File: config.mk
export PLATFORM = sky130hd
export DESIGN_NAME = gafm_mux
export DESIGN_NICKNAME = d
export VERILOG_FILES = /design/src/include/gafm_pkg.sv /design/src/hw/gafm_pin_cell.sv /design/src/hw/gafm_evt_flags.sv /design/src/hw/gafm_mux.sv
export SDC_FILE = /design/constraint.sdc
export NUM_CORES = 1
export LEC_CHECK = 0
export BUFFER_PORTS_ARGS = -buffer_cell sky130_fd_sc_hd__buf_4
export CORE_UTILIZATION = 35
export CTS_CLUSTER_SIZE = 24
export DETAILED_ROUTE_END_ITERATION = 16
export PLACE_DENSITY = 0.54
export SLEW_MARGIN = 20
export SYNTH_ARGS = -nofsm -noshare
export SYNTH_HDL_FRONTEND = slang
export SYNTH_SLANG_ARGS = --single-unit
File: constraint.sdc
create_clock -name core_clk -period 12 [get_ports core_clk]
set_input_delay 2.4 -clock core_clk [delete_from_list [all_inputs] [get_ports core_clk]]
set_output_delay 2.4 -clock core_clk [all_outputs]
set_load 0.01 [all_outputs]
File: src/include/gafm_pkg.sv
// Constants, encodings and reset tables for the pin function multiplexer.
// Assumes a 16-bit register port with 8-bit register addresses.
package gafm_pkg;

  // Geometry
  localparam int PIN_COUNT = 13;
  localparam int CODE_W = 4;
  localparam int PINS_PER_REG = 4;
  localparam int DATA_W = 16;
  localparam int ADDR_W = 8;

  // Register addresses
  localparam logic [7:0] ADDR_FN_A = 8'h8C;
  localparam logic [7:0] ADDR_FN_B = 8'h8D;
  localparam logic [7:0] ADDR_FN_C = 8'h8E;
  localparam logic [7:0] ADDR_FN_D = 8'h8F;
  localparam logic [7:0] ADDR_PIN_STATUS = 8'h1E;
  localparam logic [7:0] ADDR_SYS_IRQ = 8'h18;

  // Field values
  localparam logic [3:0] CODE_GPIO = 4'h0;
  localparam logic [15:0] FN_D_MASK = 16'h000F;
  localparam int SYS_IRQ_PIN_BIT = 0;

  // Control interface modes
  typedef enum logic [1:0] {
    GAFM_CTRL_2WIRE = 2'b00,
    GAFM_CTRL_3WIRE = 2'b01,
    GAFM_CTRL_4WIRE = 2'b10
  } gafm_ctrl_mode_e;

  // Pins forced by the control interface
  localparam int PIN_SELECT = 7;
  localparam int PIN_SERIAL_OUT = 6;

  // Output function identifiers (index into the source vector)
  typedef enum logic [4:0] {
    OF_NONE = 5'h00, OF_POWER_ON_IND = 5'h01, OF_BACKUP_SUPPLY = 5'h02,
    OF_POWER_UP_FLAG = 5'h03, OF_SYS_RESET_N = 5'h04, OF_CONFIG_WINDOW = 5'h05,
    OF_MEMORY_RESET_N = 5'h06, OF_SLOW_CLOCK = 5'h07, OF_PHASE_CLOCK = 5'h08,
    OF_AUX_READY = 5'h09, OF_STROBE_ACTIVE = 5'h0A, OF_SUPPLY_FAULT_N = 5'h0B,
    OF_MIC_SHORT = 5'h0C, OF_MIC_DETECT = 5'h0D, OF_ADC_FRAME = 5'h0E,
    OF_ADC_FRAME_INV = 5'h0F, OF_BATTERY_FAULT_N = 5'h10, OF_CODEC_CLOCK = 5'h11,
    OF_CAL_SQUARE = 5'h12, OF_ADC_BIT = 5'h13, OF_LINE_ABOVE_BATT = 5'h14,
    OF_LED_SINK_C = 5'h15, OF_LED_SINK_D = 5'h16, OF_LED_SINK_E = 5'h17,
    OF_CHARGE_IND = 5'h18, OF_WALL_SWITCH = 5'h19
  } gafm_out_fn_e;
  localparam int OUT_FN_COUNT = 26;

  // Input function identifiers (index into the routed input vector)
  typedef enum logic [4:0] {
    IF_NONE = 5'h00, IF_POWER_ON_REQ = 5'h01, IF_REG1_ENABLE_N = 5'h02,
    IF_LOW_POWER_1 = 5'h03, IF_LOW_POWER_2 = 5'h04, IF_LOW_POWER_3 = 5'h05,
    IF_POWER_OFF_REQ = 5'h06, IF_CHIP_RESET = 5'h07, IF_WAKE_N = 5'h08,
    IF_SLOW_CLOCK = 5'h09, IF_STROBE_TRIG = 5'h0A, IF_MANUAL_RESET_N = 5'h0B,
    IF_SLEEP_LEVEL = 5'h0C, IF_SLEEP_EDGE = 5'h0D, IF_AUX_MASK = 5'h0E,
    IF_ADC_FRAME = 5'h0F, IF_ADC_BIT = 5'h10, IF_WATCHDOG_KICK = 5'h11
  } gafm_in_fn_e;
  localparam int IN_FN_COUNT = 18;

  // Idle level of routed inputs (active-low ones high)
  localparam logic [17:0] IN_FN_IDLE = 18'h00904;

  // Reset codes per configuration mode, pin 0 in the low nibble
  localparam int CFG_MODES = 4;
  localparam logic [51:0] CFG_DEFAULTS [CFG_MODES] = '{
    52'h0000000000000,
    52'h0000000000211,
    52'h0000000031011,
    52'h0000000000000
  };

endpackage

File: src/hw/gafm_pin_cell.sv
// Function decode for one pin: code and direction to routed function identifiers.
// Assumes the caller handles overrides and plain GPIO.
module gafm_pin_cell #(
  parameter int PIN = 0
) (
  // Pin configuration
  input wire logic [3:0] pin_function_code,
  input wire logic pin_direction,
  // Decoded selection
  output gafm_pkg::gafm_in_fn_e in_fn,
  output gafm_pkg::gafm_out_fn_e out_fn
);

  gafm_pkg::gafm_in_fn_e in_sel;
  gafm_pkg::gafm_out_fn_e out_sel;

  // Per-pin tables; unlisted codes select nothing
  always_comb
  begin
    in_sel = gafm_pkg::IF_NONE;
    out_sel = gafm_pkg::OF_NONE;
    case (PIN)
      0:
      begin
        case (pin_function_code)
          4'h1: begin in_sel = gafm_pkg::IF_POWER_ON_REQ; out_sel = gafm_pkg::OF_POWER_ON_IND; end
          4'h2: begin in_sel = gafm_pkg::IF_REG1_ENABLE_N; out_sel = gafm_pkg::OF_BACKUP_SUPPLY; end
          4'h3: begin in_sel = gafm_pkg::IF_LOW_POWER_1; out_sel = gafm_pkg::OF_POWER_UP_FLAG; end
          4'h4: begin in_sel = gafm_pkg::IF_POWER_OFF_REQ; out_sel = gafm_pkg::OF_SYS_RESET_N; end
          4'h5: in_sel = gafm_pkg::IF_CHIP_RESET;
          default: ;
        endcase
      end
      1:
      begin
        case (pin_function_code)
          4'h1: begin in_sel = gafm_pkg::IF_POWER_ON_REQ; out_sel = gafm_pkg::OF_CONFIG_WINDOW; end
          4'h2: begin in_sel = gafm_pkg::IF_REG1_ENABLE_N; out_sel = gafm_pkg::OF_SYS_RESET_N; end
          4'h3: begin in_sel = gafm_pkg::IF_LOW_POWER_2; out_sel = gafm_pkg::OF_MEMORY_RESET_N; end
          4'h4: begin in_sel = gafm_pkg::IF_WAKE_N; out_sel = gafm_pkg::OF_SLOW_CLOCK; end
          default: ;
        endcase
      end
      2:
      begin
        case (pin_function_code)
          4'h1: begin in_sel = gafm_pkg::IF_POWER_ON_REQ; out_sel = gafm_pkg::OF_POWER_ON_IND; end
          4'h2: begin in_sel = gafm_pkg::IF_WAKE_N; out_sel = gafm_pkg::OF_BACKUP_SUPPLY; end
          4'h3: begin in_sel = gafm_pkg::IF_SLOW_CLOCK; out_sel = gafm_pkg::OF_SLOW_CLOCK; end
          4'h4: begin in_sel = gafm_pkg::IF_LOW_POWER_3; out_sel = gafm_pkg::OF_SYS_RESET_N; end
          default: ;
        endcase
      end
      3:
      begin
        case (pin_function_code)
          4'h1: begin in_sel = gafm_pkg::IF_POWER_ON_REQ; out_sel = gafm_pkg::OF_PHASE_CLOCK; end
          4'h2: begin in_sel = gafm_pkg::IF_REG1_ENABLE_N; out_sel = gafm_pkg::OF_BACKUP_SUPPLY; end
          4'h3: begin in_sel = gafm_pkg::IF_POWER_OFF_REQ; out_sel = gafm_pkg::OF_SLOW_CLOCK; end
          4'h4: begin in_sel = gafm_pkg::IF_STROBE_TRIG; out_sel = gafm_pkg::OF_MEMORY_RESET_N; end
          default: ;
        endcase
      end
      4:
      begin
        case (pin_function_code)
          4'h1: begin in_sel = gafm_pkg::IF_MANUAL_RESET_N; out_sel = gafm_pkg::OF_MEMORY_RESET_N; end
          4'h2: begin in_sel = gafm_pkg::IF_STROBE_TRIG; out_sel = gafm_pkg::OF_AUX_READY; end
          4'h3: begin in_sel = gafm_pkg::IF_SLEEP_LEVEL; out_sel = gafm_pkg::OF_STROBE_ACTIVE; end
          4'h4: begin in_sel = gafm_pkg::IF_AUX_MASK; out_sel = gafm_pkg::OF_SUPPLY_FAULT_N; end
          4'h5: begin in_sel = gafm_pkg::IF_CHIP_RESET; out_sel = gafm_pkg::OF_MIC_SHORT; end
          4'hA: out_sel = gafm_pkg::OF_MIC_DETECT;
          default: ;
        endcase
      end
      5:
      begin
        case (pin_function_code)
          4'h1: begin in_sel = gafm_pkg::IF_LOW_POWER_1; out_sel = gafm_pkg::OF_PHASE_CLOCK; end
          4'h2: begin in_sel = gafm_pkg::IF_ADC_FRAME; out_sel = gafm_pkg::OF_ADC_FRAME; end
          4'h3: begin in_sel = gafm_pkg::IF_SLEEP_EDGE; out_sel = gafm_pkg::OF_SLOW_CLOCK; end
          4'h4: begin in_sel = gafm_pkg::IF_POWER_OFF_REQ; out_sel = gafm_pkg::OF_BATTERY_FAULT_N; end
          4'h5: begin in_sel = gafm_pkg::IF_SLEEP_LEVEL; out_sel = gafm_pkg::OF_MIC_SHORT; end
          4'h6: out_sel = gafm_pkg::OF_AUX_READY;
          4'h7: out_sel = gafm_pkg::OF_CODEC_CLOCK;
          4'hA: out_sel = gafm_pkg::OF_MIC_DETECT;
          default: ;
        endcase
      end
      6:
      begin
        case (pin_function_code)
          4'h1: begin in_sel = gafm_pkg::IF_LOW_POWER_2; out_sel = gafm_pkg::OF_MEMORY_RESET_N; end
          4'h2: begin in_sel = gafm_pkg::IF_STROBE_TRIG; out_sel = gafm_pkg::OF_AUX_READY; end
          4'h3: begin in_sel = gafm_pkg::IF_SLEEP_EDGE; out_sel = gafm_pkg::OF_CAL_SQUARE; end
          4'h4: begin in_sel = gafm_pkg::IF_SLEEP_LEVEL; out_sel = gafm_pkg::OF_MIC_DETECT; end
          4'h5: out_sel = gafm_pkg::OF_MIC_SHORT;
          4'h6: out_sel = gafm_pkg::OF_ADC_FRAME_INV;
          default: ;
        endcase
      end
      7:
      begin
        case (pin_function_code)
          4'h1: begin in_sel = gafm_pkg::IF_LOW_POWER_3; out_sel = gafm_pkg::OF_PHASE_CLOCK; end
          4'h2: begin in_sel = gafm_pkg::IF_AUX_MASK; out_sel = gafm_pkg::OF_SUPPLY_FAULT_N; end
          4'h3: begin in_sel = gafm_pkg::IF_SLEEP_LEVEL; out_sel = gafm_pkg::OF_BATTERY_FAULT_N; end
          4'h4: out_sel = gafm_pkg::OF_MIC_DETECT;
          4'h5: out_sel = gafm_pkg::OF_MIC_SHORT;
          4'h6: out_sel = gafm_pkg::OF_AUX_READY;
          default: ;
        endcase
      end
      8:
      begin
        case (pin_function_code)
          4'h1: begin in_sel = gafm_pkg::IF_MANUAL_RESET_N; out_sel = gafm_pkg::OF_SUPPLY_FAULT_N; end
          4'h2: begin in_sel = gafm_pkg::IF_ADC_BIT; out_sel = gafm_pkg::OF_ADC_BIT; end
          4'h3: begin in_sel = gafm_pkg::IF_POWER_OFF_REQ; out_sel = gafm_pkg::OF_BATTERY_FAULT_N; end
          4'h4: begin in_sel = gafm_pkg::IF_SLEEP_EDGE; out_sel = gafm_pkg::OF_SYS_RESET_N; end
          default: ;
        endcase
      end
      9:
      begin
        case (pin_function_code)
          4'h1: begin in_sel = gafm_pkg::IF_WATCHDOG_KICK; out_sel = gafm_pkg::OF_SUPPLY_FAULT_N; end
          4'h2: begin in_sel = gafm_pkg::IF_AUX_MASK; out_sel = gafm_pkg::OF_LINE_ABOVE_BATT; end
          4'h3: begin in_sel = gafm_pkg::IF_POWER_OFF_REQ; out_sel = gafm_pkg::OF_BATTERY_FAULT_N; end
          4'h4: begin in_sel = gafm_pkg::IF_SLEEP_LEVEL; out_sel = gafm_pkg::OF_MEMORY_RESET_N; end
          default: ;
        endcase
      end
      10, 11:
      begin
        case (pin_function_code)
          4'h1: out_sel = (PIN == 10) ? gafm_pkg::OF_LED_SINK_C : gafm_pkg::OF_LED_SINK_D;
          4'h2:
          begin
            out_sel = gafm_pkg::OF_LINE_ABOVE_BATT;
            if (PIN == 11)
              in_sel = gafm_pkg::IF_WAKE_N;
          end
          4'h3:
          begin
            out_sel = gafm_pkg::OF_CHARGE_IND;
            if (PIN == 10)
              in_sel = gafm_pkg::IF_POWER_OFF_REQ;
          end
          default: ;
        endcase
      end
      default:
      begin
        case (pin_function_code)
          4'h1: begin in_sel = gafm_pkg::IF_CHIP_RESET; out_sel = gafm_pkg::OF_LED_SINK_E; end
          4'h2: out_sel = gafm_pkg::OF_LINE_ABOVE_BATT;
          4'h3: out_sel = gafm_pkg::OF_WALL_SWITCH;
          4'h4: out_sel = gafm_pkg::OF_SLOW_CLOCK;
          default: ;
        endcase
      end
    endcase
  end

  // Direction picks the column
  assign in_fn = pin_direction ? in_sel : gafm_pkg::IF_NONE;
  assign out_fn = pin_direction ? gafm_pkg::OF_NONE : out_sel;

endmodule

File: src/hw/gafm_evt_flags.sv
// Sticky pin event flags with read-to-clear and an interrupt request level.
// Assumes one-cycle read strobes from the register port.
module gafm_evt_flags #(
  parameter int WIDTH = 13
) (
  // Clock and reset
  input wire logic core_clk,
  input wire logic sys_rst,
  // Events and reads
  input wire logic [WIDTH-1:0] event_in,
  input wire logic status_read,
  input wire logic system_read,
  // State
  output logic [WIDTH-1:0] status_q,
  output logic irq_q
);

  logic [WIDTH-1:0] status_d;
  logic irq_d;

  // New events win over a clear in the same cycle
  always_comb
  begin
    status_d = (status_q & ~{WIDTH{status_read}}) | event_in;
    irq_d = irq_q;
    if (|event_in)
      irq_d = 1'b1;
    else if (system_read)
      irq_d = 1'b0;
  end

  // Flag registers
  always_ff @(posedge core_clk or posedge sys_rst)
  begin
    if (sys_rst)
    begin
      status_q <= '0;
      irq_q <= 1'b0;
    end
    else
    begin
      status_q <= status_d;
      irq_q <= irq_d;
    end
  end

endmodule

File: src/hw/gafm_mux.sv
// Pin function multiplexer for thirteen general-purpose pins.
// Assumes a synchronous 16-bit register port from the serial control interface
// and alternate function sources and sinks elsewhere in the device.
//
// Function
// - Code zero gives plain GPIO, others alternates
// - Direction bit selects input or output column
// - Pin status read returns events, clears them
// - System interrupt read drops the request
// - Three/four-wire mode forces pin 7 select
// - Four-wire mode forces pin 6 serial out
// - Four codes per register (one in the last), pins in nibbles
// - Pin 0 function table
// - Pin 1 function table
// - Pin 2 function table
// - Pin 3 function table
// - Pin 4 function table
// - Pin 5 function table
// - Pin 6 function table
// - Pin 7 function table
// - Pin 8 function table
// - Pin 9 function table
// - Pins 10 and 11 function tables
// - Pin 12 function table
module gafm_mux #(
  parameter int PINS = gafm_pkg::PIN_COUNT
) (
  // Clock and reset
  input wire logic core_clk,
  input wire logic sys_rst,
  // Strap and mode levels
  input wire logic [1:0] config_mode,
  input wire logic [1:0] ctrl_mode,
  // Register port
  input wire logic [7:0] reg_addr,
  input wire logic [15:0] reg_wdata,
  input wire logic reg_write,
  input wire logic reg_read,
  output logic [15:0] reg_rdata,
  output logic reg_rvalid,
  output logic irq_q,
  // Per-pin configuration levels
  input wire logic [PINS-1:0] pin_direction,
  // Plain GPIO side
  input wire logic [PINS-1:0] gpio_out,
  output logic [PINS-1:0] gpio_in,
  // Alternate function sources and routed inputs
  input wire logic [gafm_pkg::OUT_FN_COUNT-1:0] alt_out_src,
  output logic [gafm_pkg::IN_FN_COUNT-1:0] alt_in,
  // Control interface pins
  input wire logic ctrl_serial_out,
  output logic ctrl_select_n,
  // Pads
  input wire logic [PINS-1:0] pad_in,
  output logic [PINS-1:0] pad_out,
  output logic [PINS-1:0] pad_oe
);

  localparam int CODE_W = gafm_pkg::CODE_W;

  // Function code store and its next value
  logic [PINS-1:0][CODE_W-1:0] fn_q;
  logic [PINS-1:0][CODE_W-1:0] fn_d;
  logic loaded_q;
  logic loaded_d;

  // Decoded selections
  gafm_pkg::gafm_in_fn_e in_fn [PINS];
  gafm_pkg::gafm_out_fn_e out_fn [PINS];

  // Pin state next values
  logic [PINS-1:0] pad_out_d;
  logic [PINS-1:0] pad_oe_d;
  logic [PINS-1:0] gpio_in_d;
  logic [gafm_pkg::IN_FN_COUNT-1:0] alt_in_d;
  logic ctrl_select_n_d;
  logic [PINS-1:0] pad_in_q;
  logic [PINS-1:0] pin_event;

  // Register port next values
  logic [15:0] reg_rdata_d;
  logic reg_rvalid_d;
  logic [PINS-1:0] status_q;
  logic status_read;
  logic system_read;

  // Control-interface overrides
  logic force_select;
  logic force_serial;

  assign force_select = (ctrl_mode == gafm_pkg::GAFM_CTRL_3WIRE) ||
                        (ctrl_mode == gafm_pkg::GAFM_CTRL_4WIRE);
  assign force_serial = (ctrl_mode == gafm_pkg::GAFM_CTRL_4WIRE);

  // Per-pin decode
  for (genvar p = 0; p < PINS; p++)
  begin : g_cell
    gafm_pin_cell #(
      .PIN(p)
    ) u_cell (
      .pin_function_code(fn_q[p]),
      .pin_direction(pin_direction[p]),
      .in_fn(in_fn[p]),
      .out_fn(out_fn[p])
    );
  end

  // Function code store: strap load after reset, then register writes
  always_comb
  begin
    fn_d = fn_q;
    loaded_d = 1'b1;
    if (!loaded_q)
    begin
      fn_d = gafm_pkg::CFG_DEFAULTS[config_mode][PINS*CODE_W-1:0];
    end
    else if (reg_write)
    begin
      for (int r = 0; r < PINS; r++)
      begin
        if (reg_addr == gafm_pkg::ADDR_FN_A + 8'(r / gafm_pkg::PINS_PER_REG))
          fn_d[r] = reg_wdata[(r % gafm_pkg::PINS_PER_REG)*CODE_W +: CODE_W];
      end
    end
  end

  // Code registers start cleared; the strap value lands one edge after release
  always_ff @(posedge core_clk or posedge sys_rst)
  begin
    if (sys_rst)
    begin
      fn_q <= '0;
      loaded_q <= 1'b0;
    end
    else
    begin
      fn_q <= fn_d;
      loaded_q <= loaded_d;
    end
  end

  // Pad drive, routed inputs and forced control-interface pins
  always_comb
  begin
    pad_out_d = '0;
    pad_oe_d = '0;
    gpio_in_d = pad_in;
    alt_in_d = gafm_pkg::IN_FN_IDLE;
    ctrl_select_n_d = 1'b1;
    for (int p = PINS - 1; p >= 0; p--)
    begin
      if (force_select && p == gafm_pkg::PIN_SELECT)
      begin
        ctrl_select_n_d = pad_in[p];
      end
      else if (force_serial && p == gafm_pkg::PIN_SERIAL_OUT)
      begin
        pad_out_d[p] = ctrl_serial_out;
        pad_oe_d[p] = 1'b1;
      end
      else if (fn_q[p] == gafm_pkg::CODE_GPIO)
      begin
        pad_out_d[p] = gpio_out[p];
        pad_oe_d[p] = ~pin_direction[p];
      end
      else if (out_fn[p] == gafm_pkg::OF_LED_SINK_C ||
               out_fn[p] == gafm_pkg::OF_LED_SINK_D ||
               out_fn[p] == gafm_pkg::OF_LED_SINK_E)
      begin
        pad_out_d[p] = 1'b0; // Open drain: only pulls low
        pad_oe_d[p] = alt_out_src[out_fn[p]];
      end
      else if (out_fn[p] != gafm_pkg::OF_NONE)
      begin
        pad_out_d[p] = alt_out_src[out_fn[p]];
        pad_oe_d[p] = 1'b1;
      end
      else if (in_fn[p] != gafm_pkg::IF_NONE)
      begin
        alt_in_d[in_fn[p]] = pad_in[p]; // Lowest pin wins a shared input
      end
    end
  end

  // Pin state registers
  always_ff @(posedge core_clk or posedge sys_rst)
  begin
    if (sys_rst)
    begin
      pad_out <= '0;
      pad_oe <= '0;
      gpio_in <= '0;
      alt_in <= gafm_pkg::IN_FN_IDLE;
      ctrl_select_n <= 1'b1;
      pad_in_q <= '0;
    end
    else
    begin
      pad_out <= pad_out_d;
      pad_oe <= pad_oe_d;
      gpio_in <= gpio_in_d;
      alt_in <= alt_in_d;
      ctrl_select_n <= ctrl_select_n_d;
      pad_in_q <= pad_in;
    end
  end

  // Events: any change on a pin configured as input, once codes are loaded
  assign pin_event = loaded_q ? ((pad_in ^ pad_in_q) & pin_direction) : '0;
  assign status_read = reg_read && (reg_addr == gafm_pkg::ADDR_PIN_STATUS);
  assign system_read = reg_read && (reg_addr == gafm_pkg::ADDR_SYS_IRQ);

  // Sticky flags and request level
  gafm_evt_flags #(
    .WIDTH(PINS)
  ) u_flags (
    .core_clk(core_clk),
    .sys_rst(sys_rst),
    .event_in(pin_event),
    .status_read(status_read),
    .system_read(system_read),
    .status_q(status_q),
    .irq_q(irq_q)
  );

  // Read decode; unmapped addresses read zero
  always_comb
  begin
    reg_rdata_d = '0;
    reg_rvalid_d = reg_read;
    if (reg_addr == gafm_pkg::ADDR_FN_A)
      reg_rdata_d = {fn_q[3], fn_q[2], fn_q[1], fn_q[0]};
    else if (reg_addr == gafm_pkg::ADDR_FN_B)
      reg_rdata_d = {fn_q[7], fn_q[6], fn_q[5], fn_q[4]};
    else if (reg_addr == gafm_pkg::ADDR_FN_C)
      reg_rdata_d = {fn_q[11], fn_q[10], fn_q[9], fn_q[8]};
    else if (reg_addr == gafm_pkg::ADDR_FN_D)
      reg_rdata_d = {12'h000, fn_q[12]} & gafm_pkg::FN_D_MASK;
    else if (reg_addr == gafm_pkg::ADDR_PIN_STATUS)
      reg_rdata_d = 16'(status_q);
    else if (reg_addr == gafm_pkg::ADDR_SYS_IRQ)
      reg_rdata_d[gafm_pkg::SYS_IRQ_PIN_BIT] = irq_q;
    if (!reg_read)
      reg_rdata_d = '0;
  end

  // Read data registers
  always_ff @(posedge core_clk or posedge sys_rst)
  begin
    if (sys_rst)
    begin
      reg_rdata <= '0;
      reg_rvalid <= 1'b0;
    end
    else
    begin
      reg_rdata <= reg_rdata_d;
      reg_rvalid <= reg_rvalid_d;
    end
  end

endmodule

==> flow_results.xml <==
<?xml version="1.0" encoding="UTF-8"?>
<metrics>
  <group name="status">
    <metric name="status" unit="">finished with violations</metric>
    <metric name="failed_checks" unit="">design-rule violations</metric>
  </group>
  <group name="die">
    <metric name="num_rows" unit="">54</metric>
    <metric name="die-width" unit="um">152.1</metric>
    <metric name="start_util" unit="%">35.89</metric>
    <metric name="design.die.area" unit="mm2">0.02312</metric>
    <metric name="placeableCoreArea" unit="mm2">0.02196</metric>
    <metric name="dieHeight" unit="um">152.1</metric>
    <metric name="floorplan.io_pins" unit="">174</metric>
  </group>
  <group name="yosys">
    <metric name="yosysTopAreaCellShare" unit="%">43.82</metric>
    <metric name="number_of_enable_flip_flop_cells_after_synthesis" unit="">0</metric>
    <metric name="synthFlopType" unit="">sky130_fd_sc_hd__dfrtp_1</metric>
    <metric name="syn_area_per_cell" unit="um2">9.314</metric>
    <metric name="postSynth.asyncResetShare" unit="%">100.0</metric>
    <metric name="postSynthNetCount" unit="">947</metric>
    <metric name="synth_cell_types" unit="">74</metric>
    <metric name="netlist.top_cell.by_area" unit="">sky130_fd_sc_hd__dfrtp_1</metric>
    <metric name="synth.yosys.seq_area_share" unit="%">45.16</metric>
    <metric name="yosys_warnings" unit="">0</metric>
    <metric name="netlist_area" unit="mm2">0.007880</metric>
    <metric name="synth_seq_cells" unit="">142</metric>
    <metric name="ys_top_cells_by_area" unit="">sky130_fd_sc_hd__dfrtp_1, sky130_fd_sc_hd__nand2_1, sky130_fd_sc_hd__mux2i_1</metric>
    <metric name="synth_cells" unit="">846</metric>
  </group>
  <group name="clock_network">
    <metric name="post_cts_buffers" unit="">0</metric>
    <metric name="clkLatencyLatePin" unit="ns">0.44</metric>
    <metric name="cts_made_buffers" unit="">17</metric>
    <metric name="cts_hold_buf" unit="">0</metric>
    <metric name="htree_num_levels" unit="">4</metric>
    <metric name="root_buffer" unit="">sky130_fd_sc_hd__clkbuf_16</metric>
    <metric name="cts-root-to-sink-buffers" unit="">2</metric>
    <metric name="total_number_of_clock_tree_sinks" unit="">142</metric>
    <metric name="tritoncts_clock_tree" unit="">yes</metric>
    <metric name="cts_resized" unit="">0</metric>
    <metric name="cts.reportedPaths.clkPinSlew" unit="ns">0.06</metric>
  </group>
  <group name="layout">
    <metric name="nFillCells" unit="">2169</metric>
    <metric name="finalCoreUtilization" unit="%">45.03</metric>
    <metric name="syn2layout_area_growth" unit="%">25.47</metric>
    <metric name="mostFrequentLayoutCell" unit="">sky130_fd_sc_hd__buf_4</metric>
    <metric name="drive_gt1_share" unit="%">24.62</metric>
    <metric name="layout_common_cells" unit="">sky130_fd_sc_hd__buf_4, sky130_fd_sc_hd__dfrtp_1, sky130_fd_sc_hd__nand2_1</metric>
    <metric name="n_antenna_cell" unit="">0</metric>
    <metric name="layout.nets" unit="">1075</metric>
  </group>
  <group name="pwr">
    <metric name="p_total" unit="mW">1.205</metric>
    <metric name="power-per-cell-area" unit="mW/mm2">121.9</metric>
    <metric name="vdd_drop_max" unit="mV">0.09413</metric>
    <metric name="static-leakage-power" unit="nW">4.250</metric>
  </group>
  <group name="global_routing">
    <metric name="grt_pass1_wl" unit="mm">42.64</metric>
    <metric name="grt_use_total" unit="%">24.69</metric>
    <metric name="first_global_vias" unit="">6736</metric>
    <metric name="grt_start_max_net_pins" unit="">77</metric>
    <metric name="grt_antenna_before_repair" unit="">0</metric>
    <metric name="grt.overflow.total" unit="">0</metric>
  </group>
  <group name="drt">
    <metric name="wirelength_per_cell" unit="um">22.09</metric>
    <metric name="totalWireLength" unit="mm">27.99</metric>
    <metric name="drc" unit="">26</metric>
    <metric name="vias_per_cell" unit="">5.610</metric>
    <metric name="vias_after_detailed_routing" unit="">7108</metric>
    <metric name="firstDrtPassIters" unit="">10</metric>
    <metric name="ant_nets" unit="">0</metric>
    <metric name="dr.first_iter.drc_count" unit="">572</metric>
  </group>
  <group name="critical_path">
    <metric name="worst_case_register_to_register_setup_slack" unit="ns">9.99</metric>
    <metric name="worst-endpoint-arrival" unit="ns">4.90</metric>
    <metric name="timing.rr.end" unit="">alt_in[12]</metric>
    <metric name="cp_max_fo" unit="">16</metric>
    <metric name="critical_path.endpoint" unit="">u_flags.status_q[2]</metric>
    <metric name="startpoint" unit="">reg_addr[1]</metric>
    <metric name="worst_setup_path_start_kind" unit="">input port</metric>
    <metric name="ff2ff_path_depth" unit="">5</metric>
    <metric name="worstPathCellList" unit="">buf_4, nor2b_2, nand3_1, nor2b_1, nand2_1, a32o_1</metric>
    <metric name="critical-path-max-stage-delay" unit="ns">0.62</metric>
    <metric name="critical_path_class" unit="">input port to flip-flop</metric>
    <metric name="critical_path.endpoint_type" unit="">flip-flop</metric>
    <metric name="timing.critical_path.slowest_stage_cell" unit="">sky130_fd_sc_hd__nor2b_2</metric>
    <metric name="critical_path_required" unit="ns">12.32</metric>
    <metric name="rr_startpoint" unit="">fn_q[39]</metric>
  </group>
  <group name="sta">
    <metric name="fin_setup_tns" unit="ns">0</metric>
    <metric name="layout_min_cycle_time" unit="ns">4.580</metric>
    <metric name="clock_skew" unit="ns">0.01075</metric>
    <metric name="worst_max_slew_margin_expressed_relative_to_the_limit" unit="%">37.98</metric>
    <metric name="setup_viol" unit="">0</metric>
    <metric name="rsz0062_at_grt" unit="">no</metric>
    <metric name="worst_margin_pin_slew" unit="ns">0.9283</metric>
    <metric name="timing.final.hold_violations" unit="">0</metric>
    <metric name="f_max" unit="MHz">218.3</metric>
    <metric name="slew_violations" unit="">0</metric>
    <metric name="final.period_utilization" unit="%">38.17</metric>
    <metric name="hold_ws" unit="ns">0.5065</metric>
  </group>
  <group name="min_path">
    <metric name="hold_class" unit="">flip-flop to flip-flop</metric>
  </group>
  <group name="placement">
    <metric name="dp_hpwl" unit="mm">20.77</metric>
    <metric name="replace_congestion" unit="">0.8738</metric>
    <metric name="placement.io_buffers" unit="">173</metric>
  </group>
  <group name="job">
    <metric name="cap_violations" unit="">0</metric>
  </group>
</metrics>
[area by class of cell]
class                      instances  area, um2  area share (%)
multi-input combinational        616       3953           39.98
sequential                       142       3558           35.99
timing repair buffer             175       1318           13.33
clock buffer                      23      488.0           4.935
tap                              280      350.3           3.543
clock inverter                     9      132.6           1.341
inverter                          22      87.58          0.8859
[worst min-delay path by stage]
stage / startpoint / depth (start not counted) / end
3_3_place_gp: u_flags.status_q[12] / 1 / u_flags.status_q[12]
2_1_floorplan: u_flags.status_q[10] / 1 / u_flags.status_q[10]
3_5_place_dp: u_flags.status_q[8] / 1 / u_flags.status_q[8]
4_1_cts: u_flags.status_q[8] / 1 / u_flags.status_q[8]
6_report: u_flags.status_q[8] / 1 / u_flags.status_q[8]
5_1_grt: u_flags.status_q[4] / 1 / u_flags.status_q[4]
[sequential cells by signal (all words and copies together), names as in the netlist]
name,flops
fn_q,52
ctrl_select_n,1
pad_out,13
u_flags.irq_q,1
pad_oe,13
u_flags.status_q,13
pad_in_q,13
loaded_q,1
reg_rdata,16
alt_in,18
reg_rvalid,1
[cell usage after synthesis, types with 8 or more instances]
cell and instances:
sky130_fd_sc_hd__dfrtp_1 138, sky130_fd_sc_hd__nand2_1 104, sky130_fd_sc_hd__nor2_1 60, sky130_fd_sc_hd__clkbuf_1 44
sky130_fd_sc_hd__nor2b_1 37, sky130_fd_sc_hd__nand3_1 35, sky130_fd_sc_hd__a21boi_0 32, sky130_fd_sc_hd__a21oi_1 32
sky130_fd_sc_hd__mux2i_1 29, sky130_fd_sc_hd__inv_1 22, sky130_fd_sc_hd__mux2_2 21, sky130_fd_sc_hd__o21ai_0 20
sky130_fd_sc_hd__a22oi_1 17, sky130_fd_sc_hd__nor3_1 17, sky130_fd_sc_hd__buf_2 15, sky130_fd_sc_hd__a221oi_1 14
sky130_fd_sc_hd__a32o_1 14, sky130_fd_sc_hd__nand4_1 13, sky130_fd_sc_hd__xor2_1 13, sky130_fd_sc_hd__a21boi_1 11
sky130_fd_sc_hd__a31oi_1 11, sky130_fd_sc_hd__nor3b_1 11, sky130_fd_sc_hd__nor4_1 9, sky130_fd_sc_hd__and2_1 8
sky130_fd_sc_hd__nand3b_1 8
[layer usage]
metal	GRT usage, %	share of wire (%)	vias to the layer above
met5	0	0	-
met4	6.463	1.4	0
li1	-	-	3311
met3	5.961	6.4	31
met2	37.85	45	263
met1	34.82	47	3503
[stage by stage]
| stage | area (um2) | worst slack [ns] | cells |
|---|---|---|---|
| 2_1_floorplan | 7880 | 5.797 | 846 |
| 3_5_place_dp | 9260 | 6.698 | 1235 |
| 5_1_grt | 9887 | 7.184 | 1267 |
| 4_1_cts | 9881 | 7.133 | 1267 |
| 6_report | 9887 | 7.420 | 1267 |
| 3_3_place_gp | 9260 | 6.774 | 1235 |
[kinds of logic after synthesis]
group	Yosys count	share of synthesized area, %
AO/OA/AOI/OAI	200	18.29
XOR/XNOR	14	1.556
adder cells (fa/ha/maj)	3	0.4764
buffers and inverters	88	4.716
flip-flops	142	45.16
multiplexers	51	6.971
other	2	0.09530
AND/OR/NAND/NOR	346	22.74
[power by group]
group / switching, mW / total [mW] / internal, mW
Combinational: 0.0763 / 0.135 / 0.0589
Sequential: 0.0127 / 0.505 / 0.492
Clock: 0.215 / 0.565 / 0.349
[critical path, delay by kind of cell]
kind	cells	cell delay, ns
AND/OR/NAND/NOR	4	1.96
AO/OA/AOI/OAI	1	0.35
buffers and inverters	1	0.17
Power figures use the tool's default switching activity.
